File: config.mk
export PLATFORM = sky130hd
export DESIGN_NAME = nvm_access_controller
export DESIGN_NICKNAME = d
export VERILOG_FILES = /design/src/verilog/nvmac_pkg.sv /design/src/verilog/nvmac_if.sv /design/src/verilog/nvmac_unlock.sv /design/src/verilog/nvmac_latch.sv /design/src/verilog/nvm_access_controller.sv
export VERILOG_INCLUDE_DIRS = /design/src /design/src/verilog
export SDC_FILE = /design/constraint.sdc
export NUM_CORES = 1
export LEC_CHECK = 0
export BUFFER_PORTS_ARGS = -buffer_cell sky130_fd_sc_hd__buf_2
export CELL_PAD_IN_SITES_DETAIL_PLACEMENT = 0
export CELL_PAD_IN_SITES_GLOBAL_PLACEMENT = 1
export CORE_MARGIN = 3
export CORE_UTILIZATION = 40
export DETAILED_ROUTE_END_ITERATION = 10
export MAX_ROUTING_LAYER = met4
export PLACE_DENSITY_LB_ADDON = 0.12
export SLEW_MARGIN = 0
export SYNTH_ARGS = -nofsm -noshare
export SYNTH_HDL_FRONTEND = slang
export SYNTH_SLANG_ARGS = --single-unit
export TNS_END_PERCENT = 10
File: constraint.sdc
create_clock -name CLK -period 3.95 [get_ports CLK]
set_input_delay 0.79 -clock CLK [delete_from_list [all_inputs] [get_ports CLK]]
set_output_delay 0.79 -clock CLK [all_outputs]
set_load 0.02 [all_outputs]
File: src/verilog/nvmac_defines.svh
// How it works
// - flash rows hold 32 words of 14 bits; row erase is the smallest erase
// - row data is staged in hidden 14-bit latches loaded through the data pair
// - any subset of a row may be programmed; unloaded latches are skipped
// - only row erase and row write exist; no whole-array erase
// - the eeprom region has 256 locations of 8 bits
// - eeprom writes act on one location at a time
// - indirect reads take one cycle, stall the cpu once, return one word
// - indirect write attempts still read but never write nonvolatile memory
// - register path writes flash, user id, eeprom; id, revision, config are read only
// - code protection blocks every register path read, write and erase
// - read trigger stalls the cpu and fills the data pair next cycle
// - data pair holds until another read or a software write
// - hardware clears the read trigger when the read completes
// - erase, latch load, row write and eeprom write need a fresh unlock
// - the cpu stalls until a flash write or erase finishes
// - no filler cycles are needed after the write trigger
// - erase drives bits to one, flash and id programming only drives bits to zero; eeprom writes replace the byte
// - eeprom write completion clears write trigger and sets the completion flag
`ifndef NVMAC_DEFINES_SVH
`define NVMAC_DEFINES_SVH
`define NVMAC_OFS_CTRL      3'h0
`define NVMAC_OFS_KEY       3'h1
`define NVMAC_OFS_ADRL      3'h2
`define NVMAC_OFS_ADRH      3'h3
`define NVMAC_OFS_DATL      3'h4
`define NVMAC_OFS_DATH      3'h5
`define NVMAC_CTRL_RD       0
`define NVMAC_CTRL_WR       1
`define NVMAC_CTRL_WREN     2
`define NVMAC_CTRL_FREE     3
`define NVMAC_CTRL_LWLO     4
`define NVMAC_CTRL_SPACE    6
`define NVMAC_CTRL_FLAG     7
`define NVMAC_KEY1          8'h55
`define NVMAC_KEY2          8'hAA
`define NVMAC_EE_BASE       15'h7000
`define NVMAC_EE_LAST       15'h70FF
`define NVMAC_FLASH_LAST    15'h07FF
`define NVMAC_UID_LAST      15'h0003
`define NVMAC_ROW_WORDS     32
`define NVMAC_LAST_IDX      5'h1F
`define NVMAC_WORD_W        14
`define NVMAC_IND_FLASH_BIT 15
`endif

File: src/verilog/nvmac_pkg.sv
`include "nvmac_defines.svh"
package nvmac_pkg;
  typedef logic [`NVMAC_WORD_W-1:0] nvmac_word_t;
  typedef logic [14:0]              nvmac_addr_t;
  typedef logic [4:0]               nvmac_idx_t;
  typedef enum {
    NVMAC_IDLE,
    NVMAC_READ,
    NVMAC_EREQ,
    NVMAC_EWAIT,
    NVMAC_PROG,
    NVMAC_PWAIT,
    NVMAC_EEREQ,
    NVMAC_EEWAIT
  } nvmac_state_e;
  typedef enum {
    NVMAC_UNL_IDLE,
    NVMAC_UNL_KEY1,
    NVMAC_UNL_ARMED
  } nvmac_unl_e;
endpackage

File: src/verilog/nvmac_if.sv
`timescale 1ns/1ps
interface nvmac_if;
  logic                 key_wr;
  logic [7:0]           key_val;
  logic                 other_acc;
  logic                 consume;
  logic                 armed;
  logic                 ld;
  nvmac_pkg::nvmac_idx_t  ld_idx;
  nvmac_pkg::nvmac_word_t ld_data;
  logic                 clr;
  nvmac_pkg::nvmac_idx_t  rd_idx;
  nvmac_pkg::nvmac_word_t rd_data;
  logic                 rd_loaded;
  modport unl (input key_wr, key_val, other_acc, consume, output armed);
  modport lat (input ld, ld_idx, ld_data, clr, rd_idx, output rd_data, rd_loaded);
  modport ctl (output key_wr, key_val, other_acc, consume, ld, ld_idx, ld_data, clr, rd_idx,
               input armed, rd_data, rd_loaded);
endinterface

File: src/verilog/nvmac_unlock.sv
`timescale 1ns/1ps
`include "nvmac_defines.svh"
module nvmac_unlock (
  input  wire logic clk,
  input  wire logic nrst,
  nvmac_if.unl      bus
);
  nvmac_pkg::nvmac_unl_e st_q;
  nvmac_pkg::nvmac_unl_e st_d;

  always_comb
  begin
    st_d = st_q;
    case (st_q)
      nvmac_pkg::NVMAC_UNL_IDLE:
        if (bus.key_wr && bus.key_val == `NVMAC_KEY1)
          st_d = nvmac_pkg::NVMAC_UNL_KEY1;
      nvmac_pkg::NVMAC_UNL_KEY1:
        if (bus.key_wr && bus.key_val == `NVMAC_KEY2)
          st_d = nvmac_pkg::NVMAC_UNL_ARMED;
        else if (bus.key_wr || bus.other_acc || bus.consume)
          st_d = nvmac_pkg::NVMAC_UNL_IDLE;
      nvmac_pkg::NVMAC_UNL_ARMED:
        if (bus.consume || bus.key_wr || bus.other_acc)
          st_d = nvmac_pkg::NVMAC_UNL_IDLE;
      default:
        st_d = nvmac_pkg::NVMAC_UNL_IDLE;
    endcase
  end

  always_ff @(posedge clk or negedge nrst)
  begin
    if (!nrst)
      st_q <= nvmac_pkg::NVMAC_UNL_IDLE;
    else
      st_q <= st_d;
  end

  assign bus.armed = (st_q == nvmac_pkg::NVMAC_UNL_ARMED);

  property p_arm_order;
    @(posedge clk) disable iff (!nrst)
    $rose(bus.armed) |-> $past(bus.key_wr && bus.key_val == `NVMAC_KEY2);
  endproperty
  a_arm_order: assert property (p_arm_order) else $error("unlock armed without second key");

  property p_drop;
    @(posedge clk) disable iff (!nrst)
    (bus.other_acc || bus.consume) && !bus.key_wr |=> !bus.armed;
  endproperty
  a_drop: assert property (p_drop) else $error("unlock survived another access");
endmodule // nvmac_unlock

File: src/verilog/nvmac_latch.sv
`timescale 1ns/1ps
`include "nvmac_defines.svh"
module nvmac_latch (
  input  wire logic clk,
  input  wire logic nrst,
  nvmac_if.lat      bus
);
  nvmac_pkg::nvmac_word_t word_q   [`NVMAC_ROW_WORDS];
  logic                   loaded_q [`NVMAC_ROW_WORDS];

  genvar i;
  generate
    for (i = 0; i < `NVMAC_ROW_WORDS; i++)
    begin : g_ent
      nvmac_pkg::nvmac_word_t word_d;
      logic                   loaded_d;
      always_comb
      begin
        word_d   = word_q[i];
        loaded_d = loaded_q[i];
        if (bus.clr)
          loaded_d = 1'b0;
        if (bus.ld && bus.ld_idx == 5'(i))
        begin
          word_d   = bus.ld_data;
          loaded_d = 1'b1;
        end
      end
      always_ff @(posedge clk or negedge nrst)
      begin
        if (!nrst)
        begin
          word_q[i]   <= 14'h3FFF;
          loaded_q[i] <= 1'b0;
        end
        else
        begin
          word_q[i]   <= word_d;
          loaded_q[i] <= loaded_d;
        end
      end
    end
  endgenerate

  assign bus.rd_data   = word_q[bus.rd_idx];
  assign bus.rd_loaded = loaded_q[bus.rd_idx];

  property p_clear;
    @(posedge clk) disable iff (!nrst)
    bus.clr && !bus.ld |=> !loaded_q[$past(bus.rd_idx)];
  endproperty
  a_clear: assert property (p_clear) else $error("latch still loaded after clear");
endmodule // nvmac_latch

File: src/verilog/nvm_access_controller.sv
// Added by the designer: the register addresses and strobed register access.
`timescale 1ns/1ps
`include "nvmac_defines.svh"
module nvm_access_controller (
  input  wire logic        CLK,
  input  wire logic        NRST,
  input  wire logic [2:0]  ADDR,
  input  wire logic [7:0]  WDATA,
  input  wire logic        WR,
  input  wire logic        RD,
  output logic      [7:0]  RDATA,
  input  wire logic        IND_REQ,
  input  wire logic        IND_WE,
  input  wire logic [15:0] IND_ADDR,
  output logic      [13:0] IND_RDATA,
  output logic             IND_VALID,
  input  wire logic        CODE_PROT,
  output logic             CPU_STALL,
  output logic      [14:0] MEM_ADDR,
  output logic             MEM_SPACE,
  output logic             MEM_RD,
  input  wire logic [13:0] MEM_RDATA,
  output logic             MEM_ERASE,
  output logic             MEM_PROG,
  output logic      [13:0] MEM_WDATA,
  input  wire logic        MEM_DONE
);
  nvmac_if u_if ();

  nvmac_pkg::nvmac_state_e st_q;
  nvmac_pkg::nvmac_state_e st_d;
  logic                    rd_q;
  logic                    rd_d;
  logic                    wr_q;
  logic                    wr_d;
  logic                    wren_q;
  logic                    wren_d;
  logic                    free_q;
  logic                    free_d;
  logic                    lwlo_q;
  logic                    lwlo_d;
  logic                    space_q;
  logic                    space_d;
  logic                    flag_q;
  logic                    flag_d;
  logic [7:0]              adrl_q;
  logic [7:0]              adrl_d;
  logic [6:0]              adrh_q;
  logic [6:0]              adrh_d;
  logic [7:0]              datl_q;
  logic [7:0]              datl_d;
  logic [5:0]              dath_q;
  logic [5:0]              dath_d;
  nvmac_pkg::nvmac_idx_t   idx_q;
  nvmac_pkg::nvmac_idx_t   idx_d;
  logic [7:0]              rdata_q;
  logic [7:0]              rdata_d;
  logic [13:0]             ind_q;
  logic [13:0]             ind_d;
  logic                    ind_v_q;
  logic                    ind_v_d;
  nvmac_pkg::nvmac_addr_t  addr;
  logic                    ctrl_wr;
  logic                    go_ok;
  logic                    is_ee;
  logic                    is_flash;
  logic                    is_uid;
  logic                    wr_allowed;
  logic                    done_ev;
  logic                    row_end;

  nvmac_unlock u_unlock (
    .clk  (CLK),
    .nrst (NRST),
    .bus  (u_if.unl)
  );

  nvmac_latch u_latch (
    .clk  (CLK),
    .nrst (NRST),
    .bus  (u_if.lat)
  );

  assign addr       = {adrh_q, adrl_q};
  assign ctrl_wr    = WR && ADDR == `NVMAC_OFS_CTRL;
  assign is_ee      = WDATA[`NVMAC_CTRL_SPACE] && addr >= `NVMAC_EE_BASE && addr <= `NVMAC_EE_LAST;
  assign is_flash   = !WDATA[`NVMAC_CTRL_SPACE] && addr <= `NVMAC_FLASH_LAST;
  assign is_uid     = WDATA[`NVMAC_CTRL_SPACE] && addr <= `NVMAC_UID_LAST;
  assign wr_allowed = is_ee || is_flash || is_uid;
  assign go_ok      = u_if.armed && WDATA[`NVMAC_CTRL_WREN] && !CODE_PROT && wr_allowed;
  assign row_end    = idx_q == `NVMAC_LAST_IDX;

  always_comb
  begin
    st_d      = st_q;
    rd_d      = rd_q;
    wr_d      = wr_q;
    wren_d    = wren_q;
    free_d    = free_q;
    lwlo_d    = lwlo_q;
    space_d   = space_q;
    flag_d    = flag_q;
    adrl_d    = adrl_q;
    adrh_d    = adrh_q;
    datl_d    = datl_q;
    dath_d    = dath_q;
    idx_d     = idx_q;
    rdata_d   = 8'h00;
    ind_d     = ind_q;
    ind_v_d   = 1'b0;
    done_ev   = 1'b0;
    MEM_ADDR  = addr;
    MEM_SPACE = space_q;
    MEM_RD    = 1'b0;
    MEM_ERASE = 1'b0;
    MEM_PROG  = 1'b0;
    MEM_WDATA = {dath_q, datl_q};
    CPU_STALL = 1'b0;
    u_if.key_wr    = WR && ADDR == `NVMAC_OFS_KEY;
    u_if.key_val   = WDATA;
    u_if.other_acc = RD || (WR && ADDR != `NVMAC_OFS_KEY && !ctrl_wr) || IND_REQ
                     || (ctrl_wr && !WDATA[`NVMAC_CTRL_WR]);
    u_if.consume   = ctrl_wr && WDATA[`NVMAC_CTRL_WR];
    u_if.ld        = 1'b0;
    u_if.ld_idx    = adrl_q[4:0];
    u_if.ld_data   = {dath_q, datl_q};
    u_if.clr       = 1'b0;
    u_if.rd_idx    = idx_q;
    if (RD)
    begin
      case (ADDR)
        `NVMAC_OFS_CTRL: rdata_d = {flag_q, space_q, 1'b0, lwlo_q, free_q, wren_q, wr_q, rd_q};
        `NVMAC_OFS_ADRL: rdata_d = adrl_q;
        `NVMAC_OFS_ADRH: rdata_d = {1'b0, adrh_q};
        `NVMAC_OFS_DATL: rdata_d = datl_q;
        `NVMAC_OFS_DATH: rdata_d = {2'b00, dath_q};
        default:         rdata_d = 8'h00;
      endcase
    end
    if (WR)
    begin
      case (ADDR)
        `NVMAC_OFS_CTRL:
        begin
          wren_d  = WDATA[`NVMAC_CTRL_WREN];
          free_d  = WDATA[`NVMAC_CTRL_FREE];
          lwlo_d  = WDATA[`NVMAC_CTRL_LWLO];
          space_d = WDATA[`NVMAC_CTRL_SPACE];
          if (!WDATA[`NVMAC_CTRL_FLAG])
            flag_d = 1'b0;
        end
        `NVMAC_OFS_ADRL: adrl_d = WDATA;
        `NVMAC_OFS_ADRH: adrh_d = WDATA[6:0];
        `NVMAC_OFS_DATL: datl_d = WDATA;
        `NVMAC_OFS_DATH: dath_d = WDATA[5:0];
        default: ;
      endcase
    end
    // indirect read: write attempts on this path still read and stall but never write or raise IND_VALID
    if (IND_REQ && st_q != nvmac_pkg::NVMAC_READ)
    begin
      MEM_RD    = 1'b1;
      MEM_SPACE = !IND_ADDR[`NVMAC_IND_FLASH_BIT];
      MEM_ADDR  = IND_ADDR[`NVMAC_IND_FLASH_BIT] ? IND_ADDR[14:0] : (`NVMAC_EE_BASE | {7'h00, IND_ADDR[7:0]});
      CPU_STALL = 1'b1;
      ind_d     = MEM_RDATA;
      ind_v_d   = !IND_WE;
    end
    case (st_q)
      nvmac_pkg::NVMAC_IDLE:
        if (ctrl_wr && WDATA[`NVMAC_CTRL_RD])
        begin
          if (!CODE_PROT)
          begin
            rd_d = 1'b1;
            st_d = nvmac_pkg::NVMAC_READ;
          end
        end
        else if (ctrl_wr && WDATA[`NVMAC_CTRL_WR] && go_ok)
        begin
          idx_d = 5'h00;
          if (is_ee)
          begin
            wr_d = 1'b1;
            st_d = nvmac_pkg::NVMAC_EEREQ;
          end
          else if (WDATA[`NVMAC_CTRL_FREE])
          begin
            wr_d = 1'b1;
            st_d = nvmac_pkg::NVMAC_EREQ;
          end
          else
          begin
            u_if.ld = 1'b1;
            if (!WDATA[`NVMAC_CTRL_LWLO])
            begin
              wr_d = 1'b1;
              st_d = nvmac_pkg::NVMAC_PROG;
            end
          end
        end
      nvmac_pkg::NVMAC_READ:
      begin
        MEM_RD    = 1'b1;
        CPU_STALL = 1'b1;
        datl_d    = MEM_RDATA[7:0];
        dath_d    = MEM_RDATA[13:8];
        rd_d      = 1'b0;
        st_d      = nvmac_pkg::NVMAC_IDLE;
      end
      nvmac_pkg::NVMAC_EREQ:
      begin
        MEM_ERASE = 1'b1;
        MEM_ADDR  = {addr[14:5], 5'h00};
        CPU_STALL = 1'b1;
        st_d      = nvmac_pkg::NVMAC_EWAIT;
      end
      nvmac_pkg::NVMAC_EWAIT:
      begin
        CPU_STALL = !MEM_DONE;
        if (MEM_DONE)
        begin
          done_ev = 1'b1;
          st_d    = nvmac_pkg::NVMAC_IDLE;
        end
      end
      nvmac_pkg::NVMAC_PROG, nvmac_pkg::NVMAC_PWAIT:
      begin
        CPU_STALL = 1'b1;
        MEM_ADDR  = {addr[14:5], idx_q};
        MEM_WDATA = u_if.rd_data;
        if (st_q == nvmac_pkg::NVMAC_PROG && u_if.rd_loaded)
        begin
          MEM_PROG = 1'b1;
          st_d     = nvmac_pkg::NVMAC_PWAIT;
        end
        else if (st_q == nvmac_pkg::NVMAC_PROG || MEM_DONE)
        begin
          idx_d = idx_q + 5'h01;
          st_d  = nvmac_pkg::NVMAC_PROG;
          if (row_end)
          begin
            CPU_STALL = 1'b0;
            u_if.clr  = 1'b1;
            done_ev   = 1'b1;
            st_d      = nvmac_pkg::NVMAC_IDLE;
          end
        end
      end
      nvmac_pkg::NVMAC_EEREQ:
      begin
        MEM_PROG  = 1'b1;
        MEM_SPACE = 1'b1;
        MEM_ADDR  = addr;
        MEM_WDATA = {6'h00, datl_q};
        st_d      = nvmac_pkg::NVMAC_EEWAIT;
      end
      nvmac_pkg::NVMAC_EEWAIT:
        if (MEM_DONE)
        begin
          done_ev = 1'b1;
          st_d    = nvmac_pkg::NVMAC_IDLE;
        end
      default:
        st_d = nvmac_pkg::NVMAC_IDLE;
    endcase
    if (done_ev)
    begin
      wr_d   = 1'b0;
      flag_d = 1'b1;
    end
  end

  always_ff @(posedge CLK or negedge NRST)
  begin
    if (!NRST)
    begin
      st_q    <= nvmac_pkg::NVMAC_IDLE;
      rd_q    <= 1'b0;
      wr_q    <= 1'b0;
      wren_q  <= 1'b0;
      free_q  <= 1'b0;
      lwlo_q  <= 1'b0;
      space_q <= 1'b0;
      flag_q  <= 1'b0;
      adrl_q  <= 8'h00;
      adrh_q  <= 7'h00;
      datl_q  <= 8'h00;
      dath_q  <= 6'h00;
      idx_q   <= 5'h00;
      rdata_q <= 8'h00;
      ind_q   <= 14'h0000;
      ind_v_q <= 1'b0;
    end
    else
    begin
      st_q    <= st_d;
      rd_q    <= rd_d;
      wr_q    <= wr_d;
      wren_q  <= wren_d;
      free_q  <= free_d;
      lwlo_q  <= lwlo_d;
      space_q <= space_d;
      flag_q  <= flag_d;
      adrl_q  <= adrl_d;
      adrh_q  <= adrh_d;
      datl_q  <= datl_d;
      dath_q  <= dath_d;
      idx_q   <= idx_d;
      rdata_q <= rdata_d;
      ind_q   <= ind_d;
      ind_v_q <= ind_v_d;
    end
  end

  assign RDATA     = rdata_q;
  assign IND_RDATA = ind_q;
  assign IND_VALID = ind_v_q;

  property p_reg_read;
    @(posedge CLK) disable iff (!NRST)
    st_q == nvmac_pkg::NVMAC_READ |-> CPU_STALL ##1 ({dath_q, datl_q} == $past(MEM_RDATA) && !rd_q);
  endproperty
  a_reg_read: assert property (p_reg_read) else $error("register read data or trigger wrong");

  property p_ind_read;
    @(posedge CLK) disable iff (!NRST)
    IND_REQ && !IND_WE && st_q != nvmac_pkg::NVMAC_READ |-> MEM_RD && CPU_STALL
      ##1 IND_VALID && IND_RDATA == $past(MEM_RDATA) ##1 !IND_VALID || $past(IND_REQ);
  endproperty
  a_ind_read: assert property (p_ind_read) else $error("indirect read not one cycle");

  property p_hold;
    @(posedge CLK) disable iff (!NRST)
    st_q != nvmac_pkg::NVMAC_READ && !(WR && (ADDR == `NVMAC_OFS_DATL || ADDR == `NVMAC_OFS_DATH))
      |=> $stable({dath_q, datl_q});
  endproperty
  a_hold: assert property (p_hold) else $error("data pair changed without cause");

  property p_prot;
    @(posedge CLK) disable iff (!NRST)
    CODE_PROT && st_q == nvmac_pkg::NVMAC_IDLE |=> st_q == nvmac_pkg::NVMAC_IDLE;
  endproperty
  a_prot: assert property (p_prot) else $error("operation started under code protection");

  property p_unlock;
    @(posedge CLK) disable iff (!NRST)
    st_q == nvmac_pkg::NVMAC_IDLE && st_d != nvmac_pkg::NVMAC_IDLE && st_d != nvmac_pkg::NVMAC_READ
      |-> u_if.armed;
  endproperty
  a_unlock: assert property (p_unlock) else $error("write started without unlock");

  property p_stall;
    @(posedge CLK) disable iff (!NRST)
    st_q == nvmac_pkg::NVMAC_EREQ |-> CPU_STALL [*2];
  endproperty
  a_stall: assert property (p_stall) else $error("cpu not stalled for erase");

  property p_ee_done;
    @(posedge CLK) disable iff (!NRST)
    st_q == nvmac_pkg::NVMAC_EEWAIT && MEM_DONE |=> !wr_q && flag_q && st_q == nvmac_pkg::NVMAC_IDLE;
  endproperty
  a_ee_done: assert property (p_ee_done) else $error("eeprom completion not flagged");

  property p_ind_we;
    @(posedge CLK) disable iff (!NRST)
    IND_REQ && IND_WE |=> !IND_VALID;
  endproperty
  a_ind_we: assert property (p_ind_we) else $error("indirect write produced an access");
endmodule // nvm_access_controller

## Word-level counts from Yosys, hierarchy flattened

Index checks and enable logic that the tools add are counted.
W data, S select, Z words.

- Logic and storage cells: 393
- Bits in registers: 608
- Input bits: 49
- Output and inout port bits: 57

- Bitwise logic cells: 1
- Add/sub/neg operators: 1
- Reductions and logical operators: 127
- Muxes and demuxes: 109
- Eq/ne operators: 69
- $lt $le $gt $ge: 5

Operator list:

| operator | count |
|---|---|
| $mux W32 | 13 |
| $eq A32 B3 Y1 const B | 5 |
| $pmux W32 S5 | 1 |
| $eq A32 B2 Y1 const B | 3 |
| $pmux W32 S3 | 1 |
| $eq A5 B5 Y1 const B | 17 |
| $reduce_bool A2 Y1 | 41 |
| $bmux W14 S5 | 1 |
| $mux W1 | 68 |
| $eq A32 B1 Y1 const B | 2 |
| $logic_not A32 Y1 | 2 |
| $logic_and A1 B1 Y1 | 51 |
| $pmux W15 S3 | 1 |
| $eq A5 B4 Y1 const B | 8 |
| $pmux W8 S5 | 1 |
| $eq A32 B4 Y1 const B | 1 |
| $mux W8 | 4 |
| $ne A32 B2 Y1 const B | 1 |
| $mux W15 | 2 |
| $mux W14 | 2 |
| $pmux W14 S2 | 1 |
| $eq A5 B3 Y1 const B | 4 |
| $mux W5 | 4 |
| $mux W6 | 3 |
| other kinds (34) | 75 |

## Depth between registers and ports, before layout

- Depth in word-level cells: 12
- Gate-level depth with buffers: 10
- Mapped depth without buffers: 6

## Modules after synthesis

A second synthesis with hierarchy kept.

- Cells, all modules: 2045
- Area total of the unflattened synthesis: 26514.2 um2

By module, submodules not included:

| module | area each (um2) | seq. area each (um2) | times used | cells an instance |
|---|---|---|---|---|
| nvmac_latch | 22634.2 | 12572.1 | 1 | 1650 |
| nvm_access_controller | 3744.8 | 1676.6 | 1 | 380 |
| nvmac_unlock | 135.1 | 50.0 | 1 | 15 |

## Worst setup path after synthesis

No wires, ideal clock.

- Path type: reg2out
- Start point: reg idx_q[0]
- End point: out MEM_WDATA[13]
- Path slack: 463 ps
- Arrival: 2697 ps
- Buffers on the path: 4
- Stages on the path, launching flop included: 9
- Data required time: 3160 ps
- Cell sequence: dfrtp_1 buf_2 buf_2 buf_2 buf_2 mux4_2 mux4_2 mux2i_1 o21ai_0

- Longest elaborated chain between the ends: 5

RTL lines:

| element | line | text |
|---|---|---|
| from (decl) | nvm_access_controller.sv:54 | `nvmac_pkg::nvmac_idx_t idx_q;` |
| from (signal assigned) | nvm_access_controller.sv:309 | `idx_q <= idx_d;` |
| $not A5 Y6 (implied by the code) | nvmac_latch.sv:45 | `assign bus.rd_data = word_q[bus.rd_idx];` |
| $bmux W14 S5 | nvmac_latch.sv:45 |  |
| $mux W14 (implied by the code) (2 in a row) | nvmac_latch.sv:45 |  |
| $pmux W14 S2 | nvm_access_controller.sv:169 | `case (st_q)` |
| to (decl) | nvm_access_controller.sv:25 | `output logic [13:0] MEM_WDATA,` |

No other way between the ends. The select of a mux whose other input is x is not followed.

## Worst setup path after layout

- Start point: reg idx_q[0]
- End point: out CPU_STALL

- Longest elaborated chain between the ends: 7
- Elaborated cells on any way between the ends: 10

RTL lines:

| element | line | text |
|---|---|---|
| $not A5 Y6 (implied by the code) | nvmac_latch.sv:46 | `assign bus.rd_loaded = loaded_q[bus.rd_idx];` |
| $bmux W1 S5 | nvmac_latch.sv:46 |  |
| $mux W1 (implied by the code) (2 in a row) | nvmac_latch.sv:46 |  |
| $logic_and A1 B1 Y1 | nvm_access_controller.sv:232 | `if (st_q == nvmac_pkg::NVMAC_PROG && u_if.rd_loaded)` |
| $mux W1 * | nvm_access_controller.sv:232 |  |
| $pmux W1 S3 * | nvm_access_controller.sv:169 |  |
| to (decl) | nvm_access_controller.sv:18 | `output logic CPU_STALL,` |

Every way passes the cells marked *; elsewhere a longest branch is shown, timed or not. The select of a mux whose other input is x is not followed.

==> reports/qor.yml <==
outcome: "completed"
p_sw_mw: 5.324
crit_type: "reg -> out"
pwr-share-seq_pct: 38.7
syn_avg_cell_area_um2: 15.20
clkSlewWorstSetupHoldPaths_ns: 0.06
critical_path.max_fanout: 20
layout.nets: 1921
finClkSkew_ns: 0.02812
tightest_slew_ns: 1.058
grt_pass1_vias: 16430
n_fill_cell: 5634
route.detailed.drc: 0
hold_slack_ns: 0.3132
track_usage_pct: 21.56
r2r_end: "u_latch.word_q[123]"
insertion_delay_ns: 0.64
numPortBuffers: 105
fmax_mhz: 259.2
sw_frac_of_total_pct: 33.72
final_max_slew_viol_count: 0
rows: 93
place_ws_ns: 0.3751
finalCriticalPeriod_ns: 3.858
fp.dieH_um: 263.6
ys.flop_type: "dfstp_2"
grt_pass1_wl_mm: 110.0
final_area_mm2: 0.03062
cts_sinks: 549
initial_core_util_pct: 40.81
place.detailed.hpwl_mm: 47.20
synth_cells: 1746
synth_area_mm2: 0.02655
num_vias: 15540
synth.most_common_cell: "dfstp_2"
r2r-start: "adrl_q[2]"
period_share_pct: 97.67
cts_max_path_buffers: 3
antenna_found_initial: 1
ys_ff_latch: 549
hold_depth: 2
cts_tree: "done"
ir_drop_uv: 440.8
crit_path_start_kind: "register"
avgRoutedWirePerCell_um: 26.26
worst-r2r-setup-slack_ns: 0.97
drt_iter0_markers: 991
viasPerCell: 5.602
hold_viol: 0
setup_viol_count_final: 0
setup_slack_ns: 0.09209
die_w_um: 263.6
ys_seq_area_share_pct: 53.86
ys_types: 58
crit_path_end_kind: "primary output"
hold_buffers: 0
synth_nets: 1797
reg2regPathDepth: 9
drive_gt1_share_pct: 71.73
power.density_mw_per_mm2: 515.7
htreeDepth: 2
synth_area_leader_cell: "dfstp_2"
drtAntennaViolNets: 0
internal_power_mw: 10.47
cts_root_buffer: "clkbuf_16"
timing.setup.tns_ns: 0
crit_required_ns: 3.16
cts_buffers: 60
crit_arrival_ns: 3.07
hold_path.class: "in -> reg"
area_growth_pct: 15.34
grt.overflow.total: 0
ys.warnings.count: 0
grt_setup_unrepaired: "true"
synth_edf_count: 0
ys_async_sr_fraction_pct: 100.0
fp.coreArea_mm2: 0.06505
power.share.clock_pct: 35.3
finalWeightedCongestion: 0.8116
grt_max_degree: 96
drt_wl_total_mm: 72.84
synth_common_cells: "dfstp_2, mux2_2, mux4_2"
crit_end: "CPU_STALL"
place_area_mm2: 0.02847
first_pass_iters: 6
cp-startpoint: "idx_q[0]"
synth_area_leaders: "dfstp_2, mux2_2, mux4_2"
slew_headroom_pct: 28.47
dieArea_mm2: 0.06949
max_cap_violations: 0
p_leak_nw: 12.69
synth.top_cell.area_share_pct: 44.34
fin_cells: 2774
dpl.cell_count: 2655
combinationalPowerShare_pct: 26.0
io_pins: 106
## critical path, stage by stage (launching register included)
cell      delay [ns]
dfrtp_4         0.44
buf_12          0.15
buf_12          0.21
mux4_2          0.53
mux2i_2         0.22
nand3b_1        0.17
nand4_1         0.22
nand4_1         0.13
a21boi_0        0.19
buf_2           0.19
## cell usage in the layout (no fill, tap or decap), types with 32 or more instances in the layout
| cell | Yosys | layout |
|---|---|---|
| clkbuf_16 | 0 | 61 |
| mux2_2 | 429 | 429 |
| buf_2 | 14 | 104 |
| buf_4 | 8 | 70 |
| nand2_1 | 68 | 67 |
| o21ai_0 | 41 | 35 |
| mux2_1 | 54 | 54 |
| dfrtp_1 | 101 | 97 |
| mux2i_1 | 42 | 40 |
| nor2_1 | 33 | 33 |
| buf_12 | 0 | 34 |
| dfstp_2 | 448 | 448 |
| nor2_4 | 32 | 32 |
| a21o_1 | 32 | 32 |
| mux4_2 | 142 | 142 |
## logic make-up (layout without fill, tap and decap cells)
kind of cell,after synthesis,count (layout),synth area share (%)
other,0,2,0
AOI/OAI and AO/OA,145,145,3.516
buffers and inverters,166,337,3.205
DFF,549,549,53.86
adders and majority gates,3,3,0.1320
muxes,667,667,34.12
and+or+nand+nor,216,216,5.166
## metrics by stage
stage	utilization (%)	total power, mW
2_1_floorplan	-	8.423
3_3_place_gp	43.77	10.14
3_5_place_dp	43.77	10.16
4_1_cts	47.01	15.99
5_1_grt	47.07	16.56
6_report	47.07	15.79
## power by group through the flow
| stage | registers (mW) | clock network [mW] | logic [mW] |
|---|---|---|---|
| floorplan | 6.08 | 0 | 2.34 |
| global placement | 6.34 | 0 | 3.80 |
| detailed placement | 6.34 | 0 | 3.81 |
| CTS | 6.15 | 5.74 | 4.10 |
| global route | 6.14 | 5.99 | 4.44 |
| finish | 6.12 | 5.57 | 4.10 |
## layout make-up
cell class / instances / area, um2 / area share (%)
Antenna cell: 2 / 5.005 / 0.01635
Clock buffer: 91 / 1779 / 5.811
Clock inverter: 18 / 182.7 / 0.5966
Inverter: 17 / 63.81 / 0.2084
Multi-Input combinational cell: 1031 / 11420 / 37.31
Sequential cell: 549 / 14310 / 46.74
Tap cell: 855 / 1070 / 3.494
Timing Repair Buffer: 211 / 1784 / 5.827
## registers in the layout, indices dropped and copies added (netlist names), 2 cells and up
register	count
st_q	3
dath_q	6
RDATA	8
idx_q	5
IND_RDATA	14
adrh_q	7
datl_q	8
u_unlock.st_q	2
adrl_q	8
u_latch.word_q	448
u_latch.loaded_q	32
## repair_timing
item,in CTS,in global routing
setup endpoints to repair,16,15
buffers inserted,7,1
pin swaps,0,1
gates resized for setup,6,8
## how the worst min path moves through the flow
stage,from,endpoint,slack [ns]
after detailed placement,u_latch.loaded_q[11],u_latch.loaded_q[11],0.46
final,IND_WE,IND_VALID,0.31
after global placement,u_latch.loaded_q[30],u_latch.loaded_q[30],0.45
after global routing,IND_WE,IND_VALID,0.28
after floorplan,u_latch.loaded_q[16],u_latch.loaded_q[16],0.44
after CTS,IND_WE,IND_VALID,0.27
## layer usage
metal  GRT usage (%)  vias up  wire [um]
met4           5.037        0       1666
met5               -        -          0
met3           3.505       95       2771
met1           29.24     8444      33180
met2           34.20      255      35220
li1                -     6746          -
No activity file was read; power rests on OpenSTA's default activity.
